### src/design/gp_port_pkg.sv
// Contract
// - after init: pins 16-23 in, 24-31 out
// - whole read returns eight inputs at once
// - whole write sets eight outputs at once
// - single read: index 0-7, returns level
// - single write: index 0-7 drives level
// - single write leaves other outputs unchanged
// - finalize restores reset directions and data
// - tick variant refreshes sampled input each tick
// - tick variant applies requested output each tick with no software write or finish
// - 64 shared pins, usable when bus idle
package gp_port_pkg;
	localparam int PIN_COUNT = 64;
	localparam int IN_BASE = 16;
	localparam int OUT_BASE = 24;
	localparam int GROUP_W = 8;
	localparam logic [63:0] DIR_RESET = 64'h0000_0000_0000_0000;
	localparam logic [63:0] DATA_RESET = 64'h0000_0000_0000_0000;
	localparam logic [63:0] DIR_INIT = 64'h0000_0000_FF00_0000;
	localparam real CLK_MHZ = 40.0;
	localparam real TICK_PERIOD_MS = 1.0;
	localparam int TICK_CYCLES = int'(TICK_PERIOD_MS * CLK_MHZ * 1000.0);

	typedef enum logic [2:0] {
		OP_NONE = 3'h0,
		OP_INIT = 3'h1,
		OP_RD_ALL = 3'h2,
		OP_WR_ALL = 3'h3,
		OP_RD_ONE = 3'h4,
		OP_WR_ONE = 3'h5,
		OP_FINISH = 3'h6
	} op_t;

	typedef struct packed {
		op_t op;
		logic [2:0] index;
		logic [7:0] data;
	} gp_req_t;

	typedef struct packed {
		logic valid;
		logic [7:0] data;
	} gp_rsp_t;
endpackage

### src/design/general_purpose_io_port.sv
`timescale 1ns/1ps
`default_nettype none
module general_purpose_io_port
	import gp_port_pkg::*;
#(
	parameter int TICK_DIV = TICK_CYCLES
) (
	input wire logic clk,
	input wire logic rst,
	input wire gp_req_t req,
	input wire logic bus_owns_pins,
	input wire logic tick_read_en,
	input wire logic tick_write_en,
	input wire logic [7:0] tick_write_data,
	input wire logic [63:0] gp_data_pin_in,
	output logic [63:0] gp_data_pin_out,
	output logic [63:0] gp_data_pin_oe,
	output var gp_rsp_t rsp,
	output logic [7:0] tick_sample,
	output logic tick_pulse
);
	logic [63:0] sync1_r;
	logic [63:0] sync2_r;
	logic [63:0] dir_r;
	logic [63:0] data_r;
	logic [63:0] dir_nxt;
	logic [63:0] data_nxt;
	logic [31:0] tick_cnt_r;
	logic tick_r;
	gp_rsp_t rsp_nxt;

	// pick one bit of a byte
	function automatic logic pick_bit(input logic [7:0] v, input logic [2:0] i);
		pick_bit = v[i];
	endfunction

	// input group and current output group views
	wire logic [7:0] in_grp = sync2_r[IN_BASE +: GROUP_W];
	wire logic [7:0] out_grp = data_r[OUT_BASE +: GROUP_W];
	wire logic [7:0] one_mask = 8'h01 << req.index;
	wire logic [7:0] wr_one_grp = (out_grp & ~one_mask) | ({8{req.data[0]}} & one_mask);
	wire logic tick_hit = (tick_cnt_r == 32'(TICK_DIV - 1));

	// next direction and data from request or tick
	always_comb begin
		dir_nxt = dir_r;
		data_nxt = data_r;
		rsp_nxt = '0;
		case (req.op)
			OP_INIT: begin
				dir_nxt = DIR_INIT;
			end
			OP_RD_ALL: begin
				rsp_nxt = '{valid: 1'b1, data: in_grp};
			end
			OP_WR_ALL: begin
				data_nxt[OUT_BASE +: GROUP_W] = req.data;
			end
			OP_RD_ONE: begin
				rsp_nxt = '{valid: 1'b1, data: {7'h00, pick_bit(in_grp, req.index)}};
			end
			OP_WR_ONE: begin
				data_nxt[OUT_BASE +: GROUP_W] = wr_one_grp;
			end
			OP_FINISH: begin
				dir_nxt = DIR_RESET;
				data_nxt = DATA_RESET;
			end
			default: begin
			end
		endcase
		// tick variant only when no software write this cycle
		if (tick_hit && tick_write_en && req.op != OP_WR_ALL && req.op != OP_WR_ONE && req.op != OP_FINISH) begin
			data_nxt[OUT_BASE +: GROUP_W] = tick_write_data;
		end
	end

	// two-stage input synchroniser
	always_ff @(posedge clk or posedge rst) begin
		if (rst) begin
			sync1_r <= '0;
			sync2_r <= '0;
		end else begin
			sync1_r <= gp_data_pin_in;
			sync2_r <= sync1_r;
		end
	end

	// periodic tick divider
	always_ff @(posedge clk or posedge rst) begin
		if (rst) begin
			tick_cnt_r <= '0;
			tick_r <= 1'b0;
		end else begin
			tick_cnt_r <= tick_hit ? 32'h0000_0000 : tick_cnt_r + 32'h0000_0001;
			tick_r <= tick_hit;
		end
	end

	// tick-driven input sample
	always_ff @(posedge clk or posedge rst) begin
		if (rst) begin
			tick_sample <= '0;
		end else if (tick_hit && tick_read_en) begin
			tick_sample <= in_grp;
		end
	end

	// port state and response
	always_ff @(posedge clk or posedge rst) begin
		if (rst) begin
			dir_r <= DIR_RESET;
			data_r <= DATA_RESET;
			rsp <= '0;
		end else begin
			dir_r <= dir_nxt;
			data_r <= data_nxt;
			rsp <= rsp_nxt;
		end
	end

	// pin drivers, released while the bus owns the lines
	always_ff @(posedge clk or posedge rst) begin
		if (rst) begin
			gp_data_pin_out <= '0;
			gp_data_pin_oe <= '0;
		end else begin
			gp_data_pin_out <= data_nxt;
			gp_data_pin_oe <= bus_owns_pins ? 64'h0000_0000_0000_0000 : dir_nxt;
		end
	end

	assign tick_pulse = tick_r;
endmodule
`default_nettype wire

### config.mk
export PLATFORM = sky130hd
export DESIGN_NAME = general_purpose_io_port
export DESIGN_NICKNAME = d
export VERILOG_FILES = /design/src/design/gp_port_pkg.sv /design/src/design/general_purpose_io_port.sv
export SDC_FILE = /design/constraint.sdc
export NUM_CORES = 1
export LEC_CHECK = 0
export BUFFER_PORTS_ARGS = -buffer_cell sky130_fd_sc_hd__clkbuf_2
export CAP_MARGIN = 20
export CORE_MARGIN = 5
export CORE_UTILIZATION = 45
export DETAILED_ROUTE_END_ITERATION = 16
export PLACE_DENSITY_LB_ADDON = 0.25
export REMOVE_ABC_BUFFERS = 1
export SLEW_MARGIN = 20
export SYNTH_ARGS = -nofsm -noshare
export SYNTH_HDL_FRONTEND = slang
export SYNTH_SLANG_ARGS = --single-unit
export TNS_END_PERCENT = 20
### constraint.sdc
create_clock -name clk -period 7.8 [get_ports clk]
set_input_delay 0 -clock clk [delete_from_list [all_inputs] [get_ports clk]]
set_output_delay 0 -clock clk [all_outputs]
set_load 0.05 [all_outputs]
* Word level (Yosys, flattened, before mapping)
Index checks and enable logic that the tools add are counted.
** Word-level totals
- Input port bits :: 91
- Latch bits :: 0
- ROM bits :: 0
- Memory bits (writable) :: 0
- Register bits :: 234
- Memories kept :: 0
- Output and inout port bits :: 146
- Word-level logic and storage cells :: 41
** Cells by class
- Divide/modulo/power cells :: 0
- Bitwise operators :: 4
- $mul :: 0
- Shift-type cells :: 1
- Add/subtract/negate cells :: 1
- Magnitude comparators :: 1
- Mux-type cells :: 8
- Reductions and logical operators :: 6
- Equal/unequal tests :: 10
** Operators by type and width (number)
- $pmux 64 s2 :: 1
- $mux 64 :: 1
- $add 32x1->32 const B :: 1
- $eq 32x16->1 const B :: 1
- $mux 32 :: 1
- $pmux 8 s3 :: 1
- $pmux 9 s2 :: 1
- $and 8x8->8 :: 2
- $eq 3x3->1 const B :: 3
- $mux 8 :: 1
- $not 8->8 :: 1
- $or 8x8->8 :: 1
- $shl 1x3->8 const A :: 1
- $eq 3x2->1 const B :: 2
- $ne 3x3->1 const B :: 2
- $logic_and 1x1->1 :: 5
- $lt 3x4->1 const B :: 1
- $reduce_bool 4->1 :: 1
- $bmux 1 s3 :: 1
- $eq 3x1->1 const B :: 1
- $ne 3x2->1 const B :: 1
- $mux 1 :: 1

* Longest topological paths before layout
Gate-level depths: netlist (run 1).
- Depth after elaboration :: 6
- Gate-level depth with buffers :: 8

* Worst setup path after synthesis (run 1)
No wires, ideal clock.
- Kind :: register to register
- Start :: reg tick_cnt_r[14]
- End :: reg tick_sample[0]
- Buffers on the path :: 1
- Stages on the path, launching flop included :: 6
- Arrival :: 1.961 ns
- Path slack :: 5.714 ns
- Cells stage by stage :: dfrtp_1 > clkbuf_2 > nor4b_2 > nand4_2 > nor4_4 > mux2_2
** Between the ends
- Word-level cells in the longest chain between the ends :: 2
** Ends and longest elaborated chain
- start: declaration :: line general_purpose_io_port.sv:28 : logic [31:0] tick_cnt_r;
- start signal: assignment :: line general_purpose_io_port.sv:95 : tick_cnt_r <= tick_hit ? 32'h0000_0000 : tick_cnt_r + 32'h0000_0001;
- $eq 32x16->1 :: line general_purpose_io_port.sv:42 : wire logic tick_hit = (tick_cnt_r == 32'(TICK_DIV - 1));
- $logic_and 1x1->1 :: line general_purpose_io_port.sv:104 : end else if (tick_hit && tick_read_en) begin
- end signal: assignment :: line general_purpose_io_port.sv:105 : tick_sample <= in_grp;
- end: declaration :: line general_purpose_io_port.sv:19 : output logic [7:0] tick_sample,
Every way passes these cells.
A chain may end at the register's enable or synchronous reset.

* Worst setup path after layout (run 1)
- Start :: reg tick_cnt_r[18]
- End :: reg tick_sample[6]
Same word-level chain as after synthesis.

==> results of run 1 <==
==> flip-flops by register name (all words and copies together) (netlist names) <==
signal / flops
tick_cnt_r: 32
rsp: 9
tick_sample: 8
sync2_r: 8
tick_pulse: 1
sync1_r: 8
dir_r: 64
gp_data_pin_oe: 64
gp_data_pin_out: 8
==> report_power, final <==
part / switching, mW / internal, mW / total (mW)
logic: 0.172 / 0.0474 / 0.220
clock network: 0.383 / 0.597 / 0.979
registers: 0.0137 / 1.07 / 1.08
total: 0.569 / 1.71 / 2.28
==> timing repair <==
action / in CTS / in global routing
hold endpoints to repair: 155 / 0
hold buffers: 24 / 0
resized for setup: 0 / 0
==> path summary, 6_finish.rpt <==
kind / start / to / slack (ns) / cells past startpoint
worst min register to register: sync1_r[18] / sync2_r[18] / 0.34 / 0
min in group asynchronous: rst / gp_data_pin_oe[49] / 0.24 / 3
max in group asynchronous: rst / gp_data_pin_out[24] / 6.35 / 4
worst min-delay path: req[1] / gp_data_pin_out[25] / 0.03 / 4
worst max-delay path: tick_cnt_r[18] / tick_sample[6] / 5.23 / 4
worst max register to register: tick_cnt_r[18] / tick_sample[6] / 5.23 / 4
==> cells by family after synthesis <==
logic type      after synthesis
compound gates               48
xor+xnor                     30
fa+ha+maj                     1
buf+inv                     102
flops                       202
mux                          19
other cells                   1
simple gates                249
==> cells in the mapped netlist, drive strengths merged <==
master | number | area share
nand4 | 15 | 0.013
nor2 | 21 | 0.0099
and4 | 6 | 0.0066
mux2i | 9 | 0.011
nor3b | 4 | 0.0038
nor2b | 66 | 0.052
and2 | 63 | 0.050
nand2b | 2 | 0.0016
a311o | 1 | 0.0013
and3 | 5 | 0.0039
nand2 | 26 | 0.012
nor4 | 10 | 0.011
clkbuf | 29 | 0.014
a22oi | 8 | 0.0076
inv | 14 | 0.0066
xor2 | 6 | 0.0066
a211o | 1 | 0.0011
dfrtp | 202 | 0.64
xnor2 | 24 | 0.027
o31a | 8 | 0.0088
a31oi | 9 | 0.0071
nand3 | 15 | 0.0095
o21ai | 16 | 0.010
conb | 1 | 0.00047
mux2 | 9 | 0.013
nor3 | 11 | 0.0069
mux4 | 1 | 0.0028
a31o | 1 | 0.0011
ha | 1 | 0.0016
nor4b | 1 | 0.0019
buf | 59 | 0.055
a21oi | 4 | 0.0025
nand3b | 4 | 0.0038
==> metrics by stage <==
step / hold slack [ns] / cells / utilization
global route: 0.0467 / 1033 / 0.547
detailed placement: 0.112 / 971 / 0.493
floorplan: 0.0314 / 619 / -
finish: 0.0288 / 1033 / 0.547
CTS: 0.00213 / 1033 / 0.547
global placement: 0.109 / 971 / 0.493
==> tightest hold or removal path, cell delays in order <==
cell      delay, ns
clkbuf_2       0.08
o21ai_0        0.19
a22oi_1        0.10
o31a_1         0.11
==> per-layer routing <==
metal / routed length [um] / GRT usage / share of wire
met1: 6720 / 0.205 / 0.43
met3: 1330 / 0.0459 / 0.085
met4: 253 / 0.0390 / 0.016
met5: 0 / 0 / 0
met2: 7390 / 0.253 / 0.47
==> cell type report <==
cell class	count	area share
clock buffer	33	0.0677
sequential	202	0.534
inverter	14	0.00635
tap	225	0.0298
clock inverter	5	0.00569
timing repair buffer	151	0.0938
multi-input combinational	403	0.262
==> results by group, run 1 <==
Run status
  – Outcome: completed

Layout
  – Finished Cell Area: 9460 um2
  – Post-layout nets: between 800 and 900
  – Synth-to-Final Area Change: 19.3%
  – Most frequent cells in the layout: dfrtp_1 (202), clkbuf_2 (124), nor2b_1 (66), and2_1 (63), conb_1 (56)
  – Inserted Diodes: 0
  – Fraction of layout cells with a size suffix above 1: 0.218
  – Commonest non-fill, non-tap cell in the layout: dfrtp_1
  – Fillcell total: roughly 1,500
  – Register area: between 5000 and 6000 um2
  – Area used by multi-input combinational logic: ~2500 um2

GRT
  – First-pass GRT wire length: approximately 26,000 um
  – Pin count of the biggest net entering global routing: 122
  – GRT Residual Overflow: 0
  – Vias in the first global route: a little over 5,000
  – Initial antenna violation count: 0
  – Gr usage total: 0.155

Clock network
  – CTS tree: yes
  – CTS root buffer: clkbuf_16
  – Setup Buffers After CTS: 0
  – H-tree depth: 1
  – Worst-Skew Late Latency: between 0.4 and 0.5 ns
  – Clock tree buffer depth: 3
  – Clk sinks: 202
  – Clock slew seen by the registers of the worst setup and hold paths: approximately 0.060 ns
  – Total CTS buffers: 21

Setup path
  – CP endpoint kind: flip-flop
  – Worst path cell trace: nor4_1 -> nand4_2 -> nor4_4 -> mux2_2
  – Worst EP required: roughly 8.2 ns
  – Crit path launch type: flip-flop
  – Critical-path top delay cell: nor4_4
  – Critical path type: reg2reg
  – Worst path max stage delay: around 0.73 ns
  – CP Data Arrival Time: between 2 and 3 ns
  – Crit-path leading delay family: simple AND/OR/NAND/NOR gates
  – Worst path buffer plus inverter count: 0
  – CP max FO: 10

Logic synthesis
  – Post-synth cell types: 39
  – Syn Std Cell Area: a little under 8000 um2
  – Synth Register Bits: approximately 200
  – Largest family of logic cells by synthesized area: simple AND/OR/NAND/NOR gates
  – Yosys warns: 0
  – Post-Synth Adder-Cell Area: 0.00158
  – Mux contribution to synthesized area: 0.0270
  – Syn_area_per_cell: between 10 and 15 um2
  – Xor-xnor portion of the synthesized cell area: 0.0331
  – Seq/Total Area, Yosys: 0.637
  – Synth Instances: approximately 650
  – Compound-cell area share of the yosys netlist: 0.0396
  – Post-Synth Simple-Gate Area: 0.185

STA
  – FMAX: 390 MHz
  – Setup violations, final: 0
  – Hold Vio Cnt, Final: 0
  – Tcrit/Tclk final: 0.329
  – Setup_tns: 0 ns
  – Worst slew pin tran: 0.920 ns
  – Unrepaired setup endpoints after global routing: false
  – Slew headroom: 0.381
  – Clock Skew: 0.0140 ns
  – Pins Over Slew Limit: 0
  – Post-layout minimum cycle time: about 2.6 ns
  – Post-route worst setup slack: 5.23 ns

Placed design
  – Post-DP Area: 8520 um2
  – Hpwl dp: 10,200 um
  – Post-Place Worst Slack: about 5.3 ns
  – Port Buffers: 124
  – Gpl congestion: 0.834

Drt
  – Via-to-Cell Ratio: around 4.8
  – Wire length per cell: around 15 um
  – Post-Route WL: around 16,000 um
  – Drt drc: 0
  – Routed Antenna Nets: 0
  – DR pass1 iterations: 4
  – Detailed-route via count: 4,908
  – Starting DRT DRC Count: 222

Pwr
  – Cell Pwr Density: ~240 nW/um2
  – Maximum VDD drop: 149 uV
  – Static leakage power: approximately 4.8 nW
  – Total Power: between 2 and 2.5 mW

Floorplanning
  – Die area: 20,400 um2
  – Core Area: around 17,000 um2
  – I/O pin count: approximately 240
  – Die X: about 140 um
  – # rows: 48
  – Die height: between 100 and 150 um
  – Initial Util: 0.458

Hold path
  – Hold Crit Class: in2reg

Job
  – Max-cap violations: 0
Note: power is estimated with default switching activity, not from simulation.
==> run 2, diff against run 1 <==
- clock period: 7.8 -> 2.2 ns (I/O delays scaled with it)
==> results by group, run 2 (synthesis gave the netlist of run 1 again) <==
Setup path
  – Worst path buffer plus inverter count: 1 (+1)
  – Worst path max stage delay: 0.46 ns (-0.27 ns)
  – Critical Path Start: tick_cnt_r[14]
  – Critical path type: reg2reg
  – Worst r2r src: tick_cnt_r[14]
  – CP Data Arrival Time: 2.47 ns (-0.47 ns)
  – CP max FO: 8 (-2)
  – Worst EP required: 2.57 ns (-5.60 ns)
  – Crit path launch type: flip-flop
  – Crit-path leading delay family: simple AND/OR/NAND/NOR gates
  – Worst path cell trace: nor4b_2 -> nand4_2 -> nor4_4 -> buf_4 -> mux2_2
  – Critical-path top delay cell: dfrtp_1
  – CP endpoint kind: flip-flop

Floorplanning
  – Initial Util: 0.458 (unchanged)
  – I/O pin count: 237 (unchanged)
  – # rows: 48 (unchanged)
  – Die height: 143 um (unchanged)
  – Die area: 20,400 um2 (unchanged)
  – Core Area: 17,300 um2 (unchanged)
  – Die X: 143 um (unchanged)

Pwr
  – Cell Pwr Density: 836 nW/um2 (+250%)
  – Static leakage power: 4.87 nW (+1.6%)
  – Total Power: 8.01 mW (+250%)
  – Maximum VDD drop: 657 uV (+340%)

Layout
  – Inserted Diodes: 0 (unchanged)
  – Synth-to-Final Area Change: 20.8%
  – Post-layout nets: 900 (+1.7%)
  – Most frequent cells in the layout: dfrtp_1 (202), clkbuf_2 (124), nor2b_1 (66), and2_1 (63), conb_1 (56)
  – Finished Cell Area: 9580 um2 (+1.3%)
  – Fraction of layout cells with a size suffix above 1: 0.236 (+0.0185)
  – Top Registers: dir_r x64, gp_data_pin_oe x64, tick_cnt_r x32
  – Commonest non-fill, non-tap cell in the layout: dfrtp_1

GRT
  – Pin count of the biggest net entering global routing: 94 (-23%)
  – Gr usage total: 0.154 (-0.00112)
  – Initial antenna violation count: 0 (unchanged)
  – First-pass GRT wire length: 25,900 um (-0.58%)
  – GRT Residual Overflow: 0 (unchanged)
  – Vias in the first global route: 5,160 (-0.31%)

STA
  – Unrepaired setup endpoints after global routing: false
  – FMAX: 476 MHz (+22%)
  – Slew headroom: 0.445 (+0.0640)
  – Setup violations, final: 0 (unchanged)
  – Hold Vio Cnt, Final: 0 (unchanged)
  – Post-layout minimum cycle time: 2.10 ns (-0.467 ns)
  – Pins Over Slew Limit: 0 (unchanged)
  – Worst slew pin tran: 0.832 ns (-0.0875 ns)
  – Tcrit/Tclk final: 0.954 (+0.625)
  – Clock Skew: 0.00614 ns (-0.00782 ns)

Drt
  – DR pass1 iterations: 4 (unchanged)
  – Detailed-route via count: 5,000 (+1.9%)
  – Post-Route WL: 15,800 um (+0.87%)
  – Starting DRT DRC Count: 184 (-17%)
  – Wire length per cell: 15.1 um (-0.39%)
  – Routed Antenna Nets: 0 (unchanged)
  – Drt drc: 0 (unchanged)
  – Via-to-Cell Ratio: 4.78 (+0.61%)

Clock network
  – Clk sinks: 202 (unchanged)
  – Clock tree buffer depth: 3 (unchanged)
  – CTS root buffer: clkbuf_16
  – Total CTS buffers: 21 (unchanged)
  – H-tree depth: 1 (unchanged)
  – Clock slew seen by the registers of the worst setup and hold paths: 0.06 ns (about the same)
  – CTS tree: yes
  – Worst-Skew Late Latency: 0.49 ns (about the same)

Placed design
  – Gpl congestion: 0.859 (+3.0%)
  – Hpwl dp: 10,700 um (+5.2%)
  – Post-DP Area: 8670 um2 (+1.7%)
  – Port Buffers: 124 (unchanged)

Hold path
  – Hold wc startpoint: req[3]
  – Hold Crit Class: in2reg

Job
  – Max-cap violations: 0 (unchanged)

Run status
  – Outcome: completed
## run 2: what timing repair did
item                                    4_1_cts  5_1_grt
gates resized for setup                       0        2
hold buffers                                 23        0
buffers inserted                              0        0
endpoints found under the setup margin        0        8
endpoints found under the hold margin       106        0
## run 2: worst reg2reg max path, cell delays in order (launching register included)
cell	delay (ns)
dfrtp_1	0.46
nor4b_2	0.44
nand4_2	0.20
nor4_4	0.31
buf_4	0.22
mux2_2	0.35
## run 2: path summary, 6_finish.rpt
kind | endpoint | slack [ns] | cells past startpoint
worst min register to register | sync2_r[21] | 0.35 | 0
worst max-delay path | tick_sample[1] | 0.10 | 5
max in group asynchronous | gp_data_pin_oe[54] | 1.34 | 4
worst min-delay path | gp_data_pin_out[27] | 0.03 | 4
worst max register to register | tick_sample[1] | 0.10 | 5
min in group asynchronous | dir_r[4] | 0.18 | 3
## run 2: routing by layer
| layer | up-vias | GRT usage | part of all wire |
|---|---|---|---|
| met5 | - | 0 | 0 |
| met4 | 0 | 0.0345 | 0.013 |
| met3 | 17 | 0.0415 | 0.087 |
| met2 | 189 | 0.254 | 0.48 |
| met1 | 2443 | 0.205 | 0.42 |
| li1 | 2351 | - | - |
## run 2: layout make-up
cell class | instances | area, um2
multi-input cells | 403 | 2490
clock buffers | 29 | 606
flip-flops and latches | 202 | 5050
repair buffers | 166 | 1020
fillers | 1480 | 7720
inverters | 14 | 60.1
clock inverters | 7 | 63.8
well taps | 225 | 282
## run 2: power by group
part           total, mW  internal [mW]  switching [mW]
clock               3.39           2.03            1.35
combinational      0.785          0.172           0.613
sequential          3.84           3.79          0.0482
## run 2: metrics by stage
stage	worst slack [ns]	TNS, ns	hold WS, ns	util	std cells
2_1_floorplan	-3.31	-668.76	0.0314	-	619
3_3_place_gp	0.121	0	0.108	0.501	987
3_5_place_dp	0.0614	0	0.110	0.501	987
4_1_cts	0.0512	0	0.00127	0.553	1046
5_1_grt	0.0120	0	0.0496	0.554	1046
6_report	0.101	0	0.0348	0.554	1046
==> run 3, diff against run 2 <==
- ABC_AREA: default -> 1
- CTS_BUF_LIST: default -> sky130_fd_sc_hd__clkbuf_2
- SKIP_LAST_GASP: default -> 1
==> results by group, run 3 <==
Setup path
  – Cell depth of the worst setup path: 10 (+5)
  – Worst path buffer plus inverter count: 4 (+3)
  – Critical-path top delay cell: dlygate4sd3_1
  – CP max FO: 3 (-5)
  – Critical path type: reg2reg
  – Critical Path Start: gp_data_pin_out[28]
  – Reg-to-reg setup timing slack: 0.12 ns (+0.02 ns)
  – CP Data Arrival Time: 2.79 ns (+0.32 ns)
  – Worst EP required: 2.91 ns (+0.34 ns)
  – R2r endpoint: gp_data_pin_out[28]
  – Worst path max stage delay: 0.56 ns (+0.10 ns)
  – Worst path most repeated cell: nand2_1
  – Worst r2r src: gp_data_pin_out[28]
  – CP endpoint kind: flip-flop
  – Crit path launch type: flip-flop
  – Worst Setup EP: gp_data_pin_out[28]
  – R2R cell count: 10 (+5)
  – Crit-path leading delay family: buffers and inverters
  – Worst path cell trace: inv_1 -> nand2_1 -> nand3_1 -> nand2_1 -> dlygate4sd3_1 -> inv_1 -> nand2_2 -> dlygate4sd3_1 -> nand3_1 -> nand2_1

Floorplanning
  – Die height: 147 um (+3.0%)
  – Die X: 147 um (+3.0%)
  – I/O pin count: 237 (unchanged)
  – # rows: 50 (+4.2%)
  – Initial Util: 0.455 (-0.00326)
  – Core Area: 18,600 um2 (+7.4%)
  – Die area: 21,600 um2 (+6.2%)

Layout
  – Non-Filler Instances: 1,369 (+31%)
  – Synth-to-Final Area Change: 22.0%
  – Register area: 5050 um2 (unchanged)
  – Commonest non-fill, non-tap cell in the layout: dfrtp_1
  – Most frequent cells in the layout: dfrtp_1 (202), clkbuf_2 (192), nand2_1 (141), inv_1 (125), nor2_1 (123)
  – Fraction of layout cells with a size suffix above 1: 0.237 (+0.000243)
  – Finished Cell Area: 10,300 um2 (+7.7%)
  – Post-layout nets: 1,196 (+33%)
  – Top Registers: dir_r x64, gp_data_pin_oe x64, tick_cnt_r x32
  – Area used by multi-input combinational logic: 2550 um2 (+2.2%)
  – Fillcell total: 1,692 (+14%)

Hold path
  – WHS Path Cells: 5 (+1)
  – Hold Crit Class: in2reg

Logic synthesis
  – Post-synth cell types: 37 (-5.1%)
  – Yosys warns: 0 (unchanged)
  – Syn Std Cell Area: 8460 um2 (+6.7%)
  – Synth Register Bits: 202 (unchanged)
  – Number of synthesized flops with an enable pin: 0 (unchanged)
  – Ys flop type: dfrtp_1
  – Post-synth top area share: 0.598 (-0.0398)
  – Post-synth top area cell: dfrtp_1
  – Syn_area_per_cell: 9.69 um2 (-20%)
  – Async set-reset flop share out of synthesis: 1.00 (unchanged)
  – Most frequent cells after synthesis: dfrtp_1 (202), nand2_1 (142), inv_1 (126)
  – Top cells by area in the synthesized netlist: dfrtp_1 (60%), nand2_1 (6.3%), inv_1 (5.6%), nor2_1 (5.5%), buf_4 (5.2%)
  – Synth Instances: 873 (+34%)
  – Seq/Total Area, Yosys: 0.598 (-0.0398)
  – Most frequent cell after synthesis: dfrtp_1

GRT
  – Vias in the first global route: 6,287 (+22%)
  – GRT Residual Overflow: 0 (unchanged)
  – Initial antenna violation count: 1 (+1)
  – Gr usage total: 0.170 (+0.0162)
  – First-pass GRT wire length: 30,500 um (+18%)
  – Pin count of the biggest net entering global routing: 72 (-23%)

Placed design
  – Gpl congestion: 0.875 (+1.9%)
  – Post-placement cell count: 1,214 (+23%)
  – Port Buffers: 124 (unchanged)
  – Hpwl dp: 11,700 um (+9.2%)
  – Post-DP Area: 9140 um2 (+5.5%)

Clock network
  – Clock tree buffer depth: 3 (unchanged)
  – Clk sinks: 202 (unchanged)
  – Total CTS buffers: 51 (+140%)
  – CTS tree: yes
  – CTS root buffer: clkbuf_2
  – H-tree depth: 2 (+1)
  – Worst-Skew Late Latency: 0.83 ns (+0.34 ns)
  – Clock slew seen by the registers of the worst setup and hold paths: 0.11 ns (+0.05 ns)

Drt
  – Wire length per cell: 13.2 um (-13%)
  – Routed Antenna Nets: 0 (unchanged)
  – Detailed-route via count: 6,183 (+24%)
  – Post-Route WL: 18,100 um (+15%)
  – Via-to-Cell Ratio: 4.52 (-5.5%)
  – Starting DRT DRC Count: 311 (+69%)
  – DR pass1 iterations: 4 (unchanged)
  – Drt drc: 0 (unchanged)

STA
  – Worst slew pin tran: 0.558 ns (-0.274 ns)
  – Pins Over Slew Limit: 0 (unchanged)
  – Setup violations, final: 0 (unchanged)
  – Clock Skew: 0.115 ns (+0.108 ns)
  – Hold slack final: 0.0975 ns (+0.0627 ns)
  – Slew headroom: 0.628 (+0.183)
  – Tcrit/Tclk final: 0.943 (-0.0108)
  – Hold Vio Cnt, Final: 0 (unchanged)
  – Post-layout minimum cycle time: 2.08 ns (-0.0238 ns)
  – FMAX: 482 MHz (+1.1%)
  – Unrepaired setup endpoints after global routing: true

Pwr
  – Static leakage power: 5.48 nW (+12%)
  – Maximum VDD drop: 384 uV (-42%)
  – Cell Pwr Density: 707 nW/um2 (-15%)
  – Total Power: 7.29 mW (-9.0%)

Job
  – Max-cap violations: 0 (unchanged)

Run status
  – Outcome: completed
-- run 3: cell types whose count changed after synthesis, sizes merged, moves of 14 or more --
cell,delta
nand2,+119
inv,+117
nor2,+105
nor2b,-66
nor3,+64
and2,-63
nand3,+27
clkbuf,-21
xnor2,-21
buf,+16
xor2,+14
-- run 3: final cells by class --
class | count | area share
multi-input combinational | 511 | 0.247
timing repair buffer | 206 | 0.141
inverter | 132 | 0.0488
antenna | 2 | 0.000485
tap | 234 | 0.0284
clock buffer | 68 | 0.0330
sequential | 202 | 0.490
clock inverter | 14 | 0.0110
-- run 3: cells by family after synthesis --
| family | count (synthesis) | share of synthesized area |
|---|---|---|
| compound gates | 32 | 0.0237 |
| xor+xnor | 23 | 0.0238 |
| other cells | 1 | 0.000443 |
| simple gates | 399 | 0.225 |
| fa+ha+maj | 1 | 0.00148 |
| buf+inv | 215 | 0.128 |
| flops | 202 | 0.598 |
-- run 3: worst reg2reg max path, cell delays in order (launching register included) --
cell	delay, ns
dfrtp_1	0.43
inv_1	0.07
nand2_1	0.05
nand3_1	0.06
nand2_1	0.04
dlygate4sd3_1	0.54
inv_1	0.07
nand2_2	0.04
dlygate4sd3_1	0.56
nand3_1	0.08
nand2_1	0.05
-- run 3: power by group --
group	internal (mW)	switching (mW)
clock network	1.07	1.46
registers	3.79	0.0444
logic	0.224	0.702
-- run 3: routing by layer --
metal,vias up,part of all wire,wire [um],global-route usage
met5,-,0,0,0
met4,0,0.012,216,0.0559
met3,23,0.080,1460,0.0635
met2,167,0.48,8760,0.275
met1,2945,0.42,7680,0.212
li1,3048,-,-,-
-- run 3: worst min path at each step --
stage                                   from                   to  slack, ns
after floorplan           gp_data_pin_in[16]          sync1_r[16]       0.03
after global placement                   rst   gp_data_pin_oe[55]     -0.002
after detailed placement                 rst   gp_data_pin_oe[21]      0.004
after CTS                 tick_write_data[6]  gp_data_pin_out[30]       0.02
after global routing      tick_write_data[6]  gp_data_pin_out[30]       0.06
final                     tick_write_data[6]  gp_data_pin_out[30]        0.1
-- run 3: timing repair --
action,4_1_cts,5_1_grt
hold endpoints to repair,287,0
endpoints found under the setup margin,0,4
gates resized for setup,0,2
hold buffers,68,0
buffers inserted,0,3
-- run 3: per-stage QoR --
step           setup TNS [ns]  utilization  setup WS, ns
2_1_floorplan         -747.97            -         -3.31
3_3_place_gp                0        0.492         0.394
3_5_place_dp                0        0.492         0.347
4_1_cts                     0        0.553        0.0350
5_1_grt               -0.0283        0.555       -0.0283
6_report                    0        0.555         0.124
